$ cat config.mk
export PLATFORM = sky130hd
export DESIGN_NAME = dms_core
export DESIGN_NICKNAME = d
export VERILOG_FILES = /design/src/logic/dms_pkg.sv /design/src/logic/dms_alu.sv /design/src/logic/dms_core.sv
export SDC_FILE = /design/constraint.sdc
export NUM_CORES = 1
export LEC_CHECK = 0
export ABC_AREA = 1
export BUFFER_PORTS_ARGS = -buffer_cell sky130_fd_sc_hd__buf_2
export CAP_MARGIN = 20
export CORE_MARGIN = 2
export CORE_UTILIZATION = 55
export CTS_CLUSTER_DIAMETER = 60
export DETAILED_ROUTE_END_ITERATION = 8
export PLACE_DENSITY = 0.78
export SYNTH_ARGS = -nofsm -noshare
export SYNTH_HDL_FRONTEND = slang
export SYNTH_SLANG_ARGS = --single-unit
$ cat constraint.sdc
create_clock -name CORE_CLK_I -period 5.1 [get_ports CORE_CLK_I]
set_input_delay 0.765 -clock CORE_CLK_I [delete_from_list [all_inputs] [get_ports CORE_CLK_I]]
set_output_delay 0.765 -clock CORE_CLK_I [all_outputs]
set_load 0.05 [all_outputs]
$ cat src/logic/dms_pkg.sv
package dms_pkg;
	localparam logic [7:0] ADDR_ALT_POINTER = 8'hfc;
	localparam logic [7:0] ADDR_STACK_POINTER = 8'hfd;
	localparam logic [7:0] ADDR_PRIMARY_POINTER = 8'hfe;
	localparam logic [7:0] ADDR_SEGMENT_EXTENSION = 8'hff;
	localparam logic [7:0] ADDR_REG_FILE_BASE = 8'hf0;
	localparam logic [7:0] ADDR_HOLE_BASE = 8'h70;
	localparam logic [7:0] SP_RESET_128 = 8'h6f;
	localparam logic [7:0] SP_RESET_64 = 8'h2f;
	localparam logic [7:0] SEGMENT_RESET = 8'h00;
	localparam logic [14:0] PC_RESET = 15'h0000;
	localparam logic [14:0] PC_INT_VECTOR = 15'h00ff;
	localparam logic [7:0] ERASED_BYTE = 8'h00;
	localparam logic [7:0] UNMAPPED_READ = 8'h00;
	localparam int PC_HIGH_W = 7;
	localparam int PC_LOW_W = 8;
	localparam int SEG_MSB = 7;

	typedef enum logic [1:0]
	{
		DMS_MODE_DIRECT = 2'b00,
		DMS_MODE_PRIMARY = 2'b01,
		DMS_MODE_ALT = 2'b11,
		DMS_MODE_STACK = 2'b10
	} dms_mode_e;

	typedef enum logic [1:0]
	{
		DMS_POST_NONE = 2'b00,
		DMS_POST_INC = 2'b01,
		DMS_POST_DEC = 2'b10
	} dms_post_e;

	typedef enum logic [3:0]
	{
		DMS_OP_NONE = 4'h0,
		DMS_OP_READ = 4'h1,
		DMS_OP_WRITE = 4'h2,
		DMS_OP_BIT_SET = 4'h3,
		DMS_OP_BIT_CLR = 4'h4,
		DMS_OP_BIT_TEST = 4'h5,
		DMS_OP_DEC_SKIP = 4'h6,
		DMS_OP_LOAD_IMM = 4'h7
	} dms_op_e;

	typedef enum logic [2:0]
	{
		DMS_ALU_ADD = 3'h0,
		DMS_ALU_SUB = 3'h1,
		DMS_ALU_AND = 3'h2,
		DMS_ALU_OR = 3'h3,
		DMS_ALU_XOR = 3'h4,
		DMS_ALU_SHL = 3'h5,
		DMS_ALU_SHR = 3'h6
	} dms_alu_e;
endpackage : dms_pkg

$ cat src/logic/dms_alu.sv
`timescale 1ns/10ps
module dms_alu
	import dms_pkg::*;
#(
	parameter int W = 8
)
(
	input wire dms_alu_e op_i,
	input wire logic [W-1:0] a_i,
	input wire logic [W-1:0] b_i,
	input wire logic carry_i,
	output logic [W-1:0] result_o,
	output logic carry_o
);
	logic [W:0] wide;

	// Pure combinational so the result lands in the same cycle
	always_comb
	begin
		wide = '0;
		unique case (op_i)
			DMS_ALU_ADD: wide = {1'b0, a_i} + {1'b0, b_i} + {{W{1'b0}}, carry_i};
			DMS_ALU_SUB: wide = {1'b0, a_i} - {1'b0, b_i} - {{W{1'b0}}, ~carry_i};
			DMS_ALU_AND: wide = {1'b0, a_i & b_i};
			DMS_ALU_OR: wide = {1'b0, a_i | b_i};
			DMS_ALU_XOR: wide = {1'b0, a_i ^ b_i};
			DMS_ALU_SHL: wide = {a_i, carry_i};
			DMS_ALU_SHR: wide = {a_i[0], carry_i, a_i[W-1:1]};
			default: wide = '0;
		endcase
		result_o = wide[W-1:0];
		carry_o = (op_i == DMS_ALU_SUB) ? ~wide[W] : wide[W];
	end
endmodule : dms_alu

$ cat src/logic/dms_core.sv
`timescale 1ns/10ps
module dms_core
	import dms_pkg::*;
#(
	parameter bit RAM_128 = 1'b1,
	parameter int PC_W = 15
)
(
	input wire logic CORE_CLK_I,
	input wire logic RST_I,
	// Data access request from instruction execution
	input wire logic REQ_I,
	input wire dms_op_e OP_I,
	input wire dms_mode_e MODE_I,
	input wire dms_post_e POST_I,
	input wire logic [7:0] ADDR_I,
	input wire logic [7:0] WDATA_I,
	input wire logic [2:0] BIT_I,
	// Data returned from RAM or I/O space
	input wire logic [7:0] MEM_RDATA_I,
	output logic [15:0] MEM_ADDR_O,
	output logic MEM_RD_O,
	output logic MEM_WR_O,
	output logic [7:0] MEM_WDATA_O,
	output logic [7:0] RDATA_O,
	output logic BIT_O,
	output logic SKIP_O,
	// Accumulator bit test
	input wire logic [7:0] ACC_I,
	input wire logic [2:0] ACC_BIT_I,
	output logic ACC_BIT_O,
	// Single-cycle ALU
	input wire dms_alu_e ALU_OP_I,
	input wire logic [7:0] ALU_B_I,
	input wire logic ALU_CARRY_I,
	output logic [7:0] ALU_RESULT_O,
	output logic ALU_CARRY_O,
	// Program counter control
	input wire logic PC_ADV_I,
	input wire logic PC_LOAD_I,
	input wire logic [14:0] PC_LOAD_VAL_I,
	input wire logic INT_TAKE_I,
	input wire logic [7:0] PROG_DATA_I,
	input wire logic PROG_VALID_I,
	output logic [14:0] PROG_ADDR_O,
	output logic [6:0] PC_HIGH_O,
	output logic [7:0] PC_LOW_O,
	output logic [7:0] PROG_BYTE_O
);
	// ****************************************
	// Register state
	// ****************************************
	logic [7:0] alt_pointer, next_alt_pointer;
	logic [7:0] stack_pointer, next_stack_pointer;
	logic [7:0] primary_pointer, next_primary_pointer;
	logic [7:0] segment_extension, next_segment_extension;
	logic [7:0] reg_file [0:11];
	logic [7:0] next_reg_file [0:11];
	logic [PC_W-1:0] program_counter, next_program_counter;
	logic [7:0] acc_q, next_acc_q;

	logic [7:0] eff;
	logic [15:0] full_addr;
	logic [7:0] cur_val;
	logic [7:0] new_val;
	logic is_write;
	logic is_read;
	logic [7:0] dec_val;

	function automatic logic is_reg_file(input logic [7:0] a);
		is_reg_file = (a[7:4] == ADDR_REG_FILE_BASE[7:4]) &&
			(a < ADDR_ALT_POINTER);
	endfunction : is_reg_file

	function automatic logic is_core_reg(input logic [7:0] a);
		is_core_reg = (a[7:4] == ADDR_REG_FILE_BASE[7:4]);
	endfunction : is_core_reg

	function automatic logic is_hole(input logic [7:0] a);
		is_hole = (a[7:4] == ADDR_HOLE_BASE[7:4]);
	endfunction : is_hole

	// ****************************************
	// Address formation
	// ****************************************
	always_comb
	begin
		unique case (MODE_I)
			DMS_MODE_DIRECT: eff = ADDR_I;
			DMS_MODE_PRIMARY: eff = primary_pointer;
			DMS_MODE_ALT: eff = alt_pointer;
			DMS_MODE_STACK: eff = stack_pointer;
		endcase
		if (eff[SEG_MSB])
			full_addr = {8'h00, eff};
		else if (MODE_I == DMS_MODE_STACK)
			full_addr = {SEGMENT_RESET, eff};
		else
			full_addr = {segment_extension, eff};
	end

	// ****************************************
	// Read value and modify
	// ****************************************
	always_comb
	begin
		cur_val = UNMAPPED_READ;
		if (full_addr[15:8] == 8'h00 && is_core_reg(eff))
		begin
			unique case (eff)
				ADDR_ALT_POINTER: cur_val = alt_pointer;
				ADDR_STACK_POINTER: cur_val = stack_pointer;
				ADDR_PRIMARY_POINTER: cur_val = primary_pointer;
				ADDR_SEGMENT_EXTENSION: cur_val = segment_extension;
				default: cur_val = reg_file[eff[3:0]];
			endcase
		end
		else if (!(full_addr[15:8] == 8'h00 && is_hole(eff)))
			cur_val = MEM_RDATA_I;
		// Hole reads in segment zero stay at a constant with no access issued
		dec_val = cur_val - 8'h01;
		new_val = cur_val;
		is_write = 1'b0;
		is_read = 1'b0;
		unique case (OP_I)
			DMS_OP_READ, DMS_OP_BIT_TEST:
				is_read = 1'b1;
			DMS_OP_WRITE, DMS_OP_LOAD_IMM:
			begin
				is_write = 1'b1;
				new_val = WDATA_I;
			end
			DMS_OP_BIT_SET:
			begin
				is_read = 1'b1;
				is_write = 1'b1;
				new_val = cur_val | (8'h01 << BIT_I);
			end
			DMS_OP_BIT_CLR:
			begin
				is_read = 1'b1;
				is_write = 1'b1;
				new_val = cur_val & ~(8'h01 << BIT_I);
			end
			DMS_OP_DEC_SKIP:
			begin
				is_read = 1'b1;
				is_write = 1'b1;
				new_val = dec_val;
			end
			default:
			begin
				is_read = 1'b0;
			end
		endcase
		is_write = is_write && REQ_I;
		is_read = is_read && REQ_I;
	end

	// Memory side; core registers, and the hole while in segment zero, never reach RAM
	always_comb
	begin
		MEM_ADDR_O = full_addr;
		MEM_WDATA_O = new_val;
		MEM_RD_O = is_read && !(full_addr[15:8] == 8'h00 &&
			(is_core_reg(eff) || is_hole(eff)));
		MEM_WR_O = is_write && !(full_addr[15:8] == 8'h00 &&
			(is_core_reg(eff) || is_hole(eff)));
	end

	// ****************************************
	// Core register next state
	// ****************************************
	always_comb
	begin
		next_alt_pointer = alt_pointer;
		next_stack_pointer = stack_pointer;
		next_primary_pointer = primary_pointer;
		next_segment_extension = segment_extension;
		for (int i = 0; i < 12; i++)
			next_reg_file[i] = reg_file[i];
		// Post-update first; an explicit write to the pointer below wins
		if (REQ_I && OP_I != DMS_OP_NONE)
		begin
			if (MODE_I == DMS_MODE_PRIMARY && POST_I == DMS_POST_INC)
				next_primary_pointer = primary_pointer + 8'h01;
			if (MODE_I == DMS_MODE_PRIMARY && POST_I == DMS_POST_DEC)
				next_primary_pointer = primary_pointer - 8'h01;
			if (MODE_I == DMS_MODE_ALT && POST_I == DMS_POST_INC)
				next_alt_pointer = alt_pointer + 8'h01;
			if (MODE_I == DMS_MODE_ALT && POST_I == DMS_POST_DEC)
				next_alt_pointer = alt_pointer - 8'h01;
		end
		if (is_write && full_addr[15:8] == 8'h00 && is_core_reg(eff))
		begin
			unique case (eff)
				ADDR_ALT_POINTER: next_alt_pointer = new_val;
				ADDR_STACK_POINTER: next_stack_pointer = new_val;
				ADDR_PRIMARY_POINTER: next_primary_pointer = new_val;
				ADDR_SEGMENT_EXTENSION: next_segment_extension = new_val;
				default: next_reg_file[eff[3:0]] = new_val;
			endcase
		end
	end

	always_ff @(posedge CORE_CLK_I)
	begin
		if (RST_I)
		begin
			alt_pointer <= 8'h00;
			stack_pointer <= RAM_128 ? SP_RESET_128 : SP_RESET_64;
			primary_pointer <= 8'h00;
			segment_extension <= SEGMENT_RESET;
			for (int i = 0; i < 12; i++)
				reg_file[i] <= 8'h00;
		end
		else
		begin
			alt_pointer <= next_alt_pointer;
			stack_pointer <= next_stack_pointer;
			primary_pointer <= next_primary_pointer;
			segment_extension <= next_segment_extension;
			for (int i = 0; i < 12; i++)
				reg_file[i] <= next_reg_file[i];
		end
	end

	// ****************************************
	// Read results
	// ****************************************
	logic [7:0] next_rdata;
	logic next_bit;
	logic next_skip;
	always_comb
	begin
		next_rdata = RDATA_O;
		next_bit = BIT_O;
		next_skip = 1'b0;
		if (is_read)
		begin
			next_rdata = cur_val;
			next_bit = cur_val[BIT_I];
			next_skip = (OP_I == DMS_OP_DEC_SKIP) && (dec_val == 8'h00);
		end
	end

	always_ff @(posedge CORE_CLK_I)
	begin
		if (RST_I)
		begin
			RDATA_O <= 8'h00;
			BIT_O <= 1'b0;
			SKIP_O <= 1'b0;
		end
		else
		begin
			RDATA_O <= next_rdata;
			BIT_O <= next_bit;
			SKIP_O <= next_skip;
		end
	end

	// ****************************************
	// Accumulator bit test and ALU
	// ****************************************
	// Accumulator lives outside the data map, so it is sampled here only
	always_comb
		next_acc_q = ACC_I;

	always_ff @(posedge CORE_CLK_I)
	begin
		if (RST_I)
			acc_q <= 8'h00;
		else
			acc_q <= next_acc_q;
	end

	assign ACC_BIT_O = acc_q[ACC_BIT_I];

	dms_alu #(.W(8)) u_alu
	(
		.op_i(ALU_OP_I),
		.a_i(ACC_I),
		.b_i(ALU_B_I),
		.carry_i(ALU_CARRY_I),
		.result_o(ALU_RESULT_O),
		.carry_o(ALU_CARRY_O)
	);

	// ****************************************
	// Program counter
	// ****************************************
	always_comb
	begin
		next_program_counter = program_counter;
		if (INT_TAKE_I)
			next_program_counter = PC_INT_VECTOR;
		else if (PC_LOAD_I)
			next_program_counter = PC_LOAD_VAL_I;
		else if (PC_ADV_I)
			next_program_counter = program_counter + 15'h0001;
	end

	always_ff @(posedge CORE_CLK_I)
	begin
		if (RST_I)
			program_counter <= PC_RESET;
		else
			program_counter <= next_program_counter;
	end

	assign PROG_ADDR_O = program_counter;
	assign PC_HIGH_O = program_counter[PC_W-1:PC_LOW_W];
	assign PC_LOW_O = program_counter[PC_LOW_W-1:0];
	assign PROG_BYTE_O = PROG_VALID_I ? PROG_DATA_I : ERASED_BYTE;
endmodule : dms_core

# Yosys cells after proc, flatten, opt, wreduce, memory -nomap -nowiden
# Memory sizes are Yosys's and may differ from the RTL's.
# Index checks and enable logic that the tools add are counted.
[totals]
output_inout_bits = 84
mem_bits_rw = 96
mem_count = 1
reg_bits = 65
elab_cells = 154
[mem_list]
columns = ["memory", "depth", "word_bits", "read_ports", "rd_ports_with_merged_regs", "write_ports", "line", "rtl"]
rows = [
  ["reg_file", 12, 8, 13, 0, 12, "dms_core.sv:57", "logic [7:0] reg_file [0:11];"],
]
[classes]
addsub = 10
shift = 1
bitwise = 22
n_eq_ne = 24
magnitude_cmp = 4
reduce_logical = 33
n_mux = 49
[op_table]
columns = ["op", "n"]
rows = [
  ["8-bit two-way mux", 27],
  ["96-bit two-way mux", 2],
  ["96-bit bitwise mux", 1],
  ["8-bit case mux with 4 select lines", 3],
  ["9-bit case mux with 7 select lines", 1],
  ["8-bit demux with 4-bit select", 1],
  ["8-bit == test (second input constant)", 4],
  ["16-bit two-way mux", 2],
  ["15-bit two-way mux", 2],
  ["8-bit by 1-bit subtractor with 8-bit output (second input constant)", 3],
  ["4-bit by 3-bit == test with 1-bit output (second input constant)", 5],
  ["8-bit by 1-bit adder with 8-bit output (second input constant)", 2],
  ["8-bit AND", 2],
  ["1-bit logical AND", 16],
  ["8-bit logical NOT", 2],
  ["8-bit OR", 2],
  ["15-bit by 1-bit adder with 15-bit output (second input constant)", 1],
  ["1-bit OR", 12],
  ["5-bit OR reduction", 2],
  ["8-bit by 8-bit adder with 9-bit output", 1],
  ["9-bit by 1-bit adder with 9-bit output", 1],
  ["3-bit == test (second input constant)", 3],
  ["8-bit by 8-bit subtractor with 9-bit output", 1],
  ["9-bit by 1-bit subtractor with 9-bit output", 1],
  ["other kinds (27)", 46],
]

# Depth between registers and ports, before layout
[depth]
depth_word = 14
ltp_mapped = 27
depth_no_buf = 26

# Hierarchy
# From an unflattened synthesis, not the netlist that was laid out.
[hier_totals]
cells_unflattened = 1684
area_unflattened_um2 = 10875.4
[modules_own_cells]
columns = ["mod", "cells_per_inst", "instances", "area_each_um2", "seq_area_each_um2"]
rows = [
  ["dms_core", 1450, 1, 9470.3, 3223.1],
  ["dms_alu", 234, 1, 1405.1, 0.0],
]

# Least setup slack after synthesis
# OpenSTA, ideal clock, no wires.
[synth_timing]
path_kind = "input port to output port"
start = "input MODE_I[0]"
end = "output MEM_WDATA_O[6]"
setup_slack_ps = 214
path_stages = 20
t_arrival_ps = 4121
n_path_buf = 2
path_cell_list = "buf_2 nand2_1 nand2_1 a21boi_4 nor3_1 nor2_1 nand2_1 inv_1 nand2_2 nand2_1 a21boi_2 ha_1 nand3_1 nand2_1 nand2_1 nand2_1 nand2_1 nand2_2 buf_2 inv_1"
[synth_between]
elab_chain_len = 9
[synth_lines]
columns = ["item", "line", "rtl"]
rows = [
  ["start, declared", "dms_core.sv:14", "input wire dms_mode_e MODE_I,"],
  ["2-bit == test (tied with other cells)", "dms_core.sv:88, dms_core.sv:96", ""],
  ["8-bit case mux with 4 select lines or 16-bit two-way mux (tied branches)", "dms_core.sv:88, dms_core.sv:96", ""],
  ["16-bit two-way mux *", "dms_core.sv:94", "if (eff[SEG_MSB])"],
  ["via MEM_ADDR_O[10]", "dms_core.sv:21", "output logic [15:0] MEM_ADDR_O,"],
  ["8-bit logical NOT *", "dms_core.sv:108, dms_core.sv:118", ""],
  ["1-bit logical AND", "dms_core.sv:118", "else if (!(full_addr[15:8] == 8'h00 && is_hole(eff)))"],
  ["8-bit two-way mux", "dms_core.sv:118", ""],
  ["8-bit two-way mux *", "dms_core.sv:108", "if (full_addr[15:8] == 8'h00 && is_core_reg(eff))"],
  ["8-bit by 1-bit subtractor with 8-bit output (tied with other cells)", "dms_core.sv:121", "dec_val = cur_val - 8'h01;"],
  ["8-bit case mux with 4 select lines *", "dms_core.sv:125", "unique case (OP_I)"],
  ["end, declared", "dms_core.sv:24", "output logic [7:0] MEM_WDATA_O,"],
]
# The timed path passes the listed nets; every way through them passes the cells marked *.

# Worst setup path after layout
[layout_timing]
start = "input MODE_I[1]"
end = "output MEM_WDATA_O[1]"
[layout_between]
elab_chain_len = 9
[layout_lines]
columns = ["item", "line"]
rows = [
  ["parallel branches: the longest is 6 deep, another holds memory read 12 x 8 bit", "n/a"],
  ["8-bit two-way mux *", "dms_core.sv:108"],
  ["8-bit by 1-bit subtractor with 8-bit output (tied with other cells)", "dms_core.sv:121"],
  ["8-bit case mux with 4 select lines *", "dms_core.sv:125"],
]
# Every way passes the cells marked *.

==> flow_summary.ini <==
[cts]
root_buffer = clkbuf_16
cts.repair.resized = 0
cts_htree_levels = 4
clk_latency_ns = 0.44
cts_tree = done
clock-sinks = 161
post_cts_buffers = 0
clockBufferDepth = 2
holdBufCountCts = 0
cts_made_buffers = 17
clkTransAtPathRegs_ns = 0.07

[critical_path]
cp_max_fo = 14
end_kind = output port
worstSetupPathType = in -> out
critPathLaunchType = primary input
crit_required_ns = 4.34
worstPathArrival_ns = 3.98

[detailed_routing]
ant_nets = 0
remaining_drc_errors = 0
vias = 11400
drtIter0Drc = 978
routed_wl_um = 33500
wl_per_cell_um = 16.0
avgViaCountPerCell = 5.47
drt_pass1_iterations = 5

[power_and_ir_drop]
cell_internal_pwr_w = 0.00213
p_switching_w = 0.00121
pwr-share-seq = 0.386
power.leakage_nw = 6.08
swShare = 0.362
power_frac_comb = 0.228
p_per_area_nw_per_um2 = 270
p_clk_frac = 0.386
ir_drop_mv = 0.202

[logic_synthesis]
synth.most_common_cell = nand2_1
synth_cell_types = 54
synth_edf_count = 0
synth_top_cell_by_area = dfxtp_1
synth.top_cell.area_share = 0.297
netlist_instances = 1684
syn-num-nets = 1813
ys_ff_latch = 161
avgSynthCellArea_um2 = 6.44
netlist_area_um2 = 10800
synthTopCellsByArea = dfxtp_1 (30%), nand2_1 (15%), o21ai_0 (7.8%), inv_1 (6.5%), a21oi_1 (6.2%)
ys.flop_type = dfxtp_1
yosys_warnings = 0
synthArstFlopShare = 0
ys_seq_area_frac = 0.297
synth_common_cells = nand2_1 (432), inv_1 (187), o21ai_0 (168), dfxtp_1 (161), nor2_1 (143)

[finish]
syn2layout_area_growth_pct = 14.3
insertedDiodeCount = 0
finish.utilization = 0.639
drive_above_1_share = 0.176
fillers = 1835
nNetsFinal = 1945
fin_cells = 2094

[grt]
grt_max_degree = 121
grt_pass1_wl_um = 52600
gr-total-overflow = 0
antenna_found_initial = 0
grt_pass1_vias = 10400
track_usage = 0.320

[sta]
rsz0062_at_grt = false
report.final.hold_viol_count = 0
drv_slew = 0
skew_ns = 0.0157
tightest_slew_ns = 1.02
hold_ws_ns = 0.505
slew_headroom = 0.317
max_freq_ghz = 0.211
fin_crit_sh = 0.930
tns_ns = 0
finalSetupViolations = 0
period_needed_ns = 4.74

[placement]
place_inst = 2062
hpwl_um = 24500
place_congestion = 0.979
portBuffers = 171

[die]
chipHeight_um = 144
num_rows = 51
io_pins = 172
start_util = 0.559
dieArea_um2 = 20800
fp.coreArea_um2 = 19400
die_x_um = 144

[run]
cap_violations = 0

[hold_path]
hold_path_class = reg -> reg

[run_status]
status = finished, final reports clean
[worst max-delay path: stages]
cell and delay (ns):
buf_2 0.20, nor2_2 0.17, inv_2 0.07, or2_1 0.26, nand2_4 0.19, buf_4 0.24, nand2_2 0.12, inv_2 0.13
nand2_1 0.06, nand3_1 0.08, nand2_1 0.05, nand2_1 0.08, nor2_1 0.05, nor2_1 0.14, a21boi_2 0.12, ha_1 0.30
o21ai_0 0.16, a21oi_1 0.07, nand2_1 0.07, nand2_1 0.04, nand2_1 0.07, nand2_1 0.11, inv_1 0.13, buf_2 0.28
[power groups by stage]
stage	clock, W	combinational (W)	sequential, W
2_1_floorplan	0	0.000498	0.00136
3_3_place_gp	0	0.000745	0.00132
3_5_place_dp	0	0.000751	0.00132
4_1_cts	0.00130	0.000755	0.00129
5_1_grt	0.00135	0.000823	0.00130
6_report	0.00129	0.000763	0.00129
[flip-flops by register name, indices dropped and copies added, names as in the netlist, 8 cells and up]
register,count
stack_pointer,8
reg_file,96
alt_pointer,8
primary_pointer,8
acc_q,8
segment_extension,8
PROG_ADDR_O,15
RDATA_O,8
[worst paths after layout]
check / start / end / slack (ns) / cells after the start
min: RDATA_O[2]$_SDFFE_PP0P_ / RDATA_O[2]$_SDFFE_PP0P_ / 0.51 / 2
max: MODE_I[1] / MEM_WDATA_O[1] / 0.36 / 24
min reg2reg: RDATA_O[2]$_SDFFE_PP0P_ / RDATA_O[2]$_SDFFE_PP0P_ / 0.51 / 2
max reg2reg: alt_pointer[0]$_SDFF_PP0_ / reg_file[2][4]$_SDFFE_PP0P_ / 1.47 / 23
[logic make-up after synthesis]
group / after synthesis / synth area share
flip-flops: 161 / 0.297
adder cells (fa/ha/maj): 41 / 0.0501
AO/OA/AOI/OAI: 418 / 0.228
AND/OR/NAND/NOR: 745 / 0.289
XOR/XNOR: 23 / 0.0186
buffers and inverters: 295 / 0.116
multiplexers: 1 / 0.00104
[metal layers]
layer  up-vias  GRT usage  part of all wire
met3        77     0.0407             0.068
met4         0      0.148             0.039
met1      5164      0.434              0.44
met5         -          0                 0
li1       5740          -                 -
met2       465      0.508              0.46
[final cells by class]
cell class,count,area [µm²],area share
timing repair buffer,197,1060,0.0858
clock inverter,15,186,0.0150
sequential,161,3220,0.260
multi-input combinational,1228,6370,0.514
inverter,211,792,0.0639
clock buffer,17,425,0.0343
tap,265,332,0.0268
[cell usage in the layout (no fill, tap or decap), types with 3 or more instances in the layout]
cell         n
o21ai_1      7
o211ai_1    13
inv_2       22
nand2_2     15
dfxtp_1    161
o21bai_1    13
nor3_1      10
o32ai_1      4
xnor2_1      3
a22oi_1      7
o21ai_2      4
clkinv_1     3
fa_1         4
nor2_4       6
buf_2      171
buf_4       25
a21oi_4     10
a21oi_2     11
xor2_1      20
nor2_2      11
clkinv_8     6
nand2_1    432
inv_1      186
nand4_1      8
a221oi_1     4
a31oi_1     12
o21ai_0    168
inv_8        5
clkbuf_16   17
o22ai_1     15
a211oi_1     5
or2_2        5
nor2_1     143
and2_1       3
a21oi_1    134
nand3_1    102
ha_1        37
[metrics by stage]
stage	power, W	worst slack [ns]	instance area (µm²)
2_1_floorplan	0.00185	0.214	10800
3_3_place_gp	0.00207	0.311	11800
3_5_place_dp	0.00207	0.318	11800
4_1_cts	0.00335	0.293	12400
5_1_grt	0.00347	0.0572	12400
6_report	0.00335	0.357	12400
(Power assumes the default switching activity.)
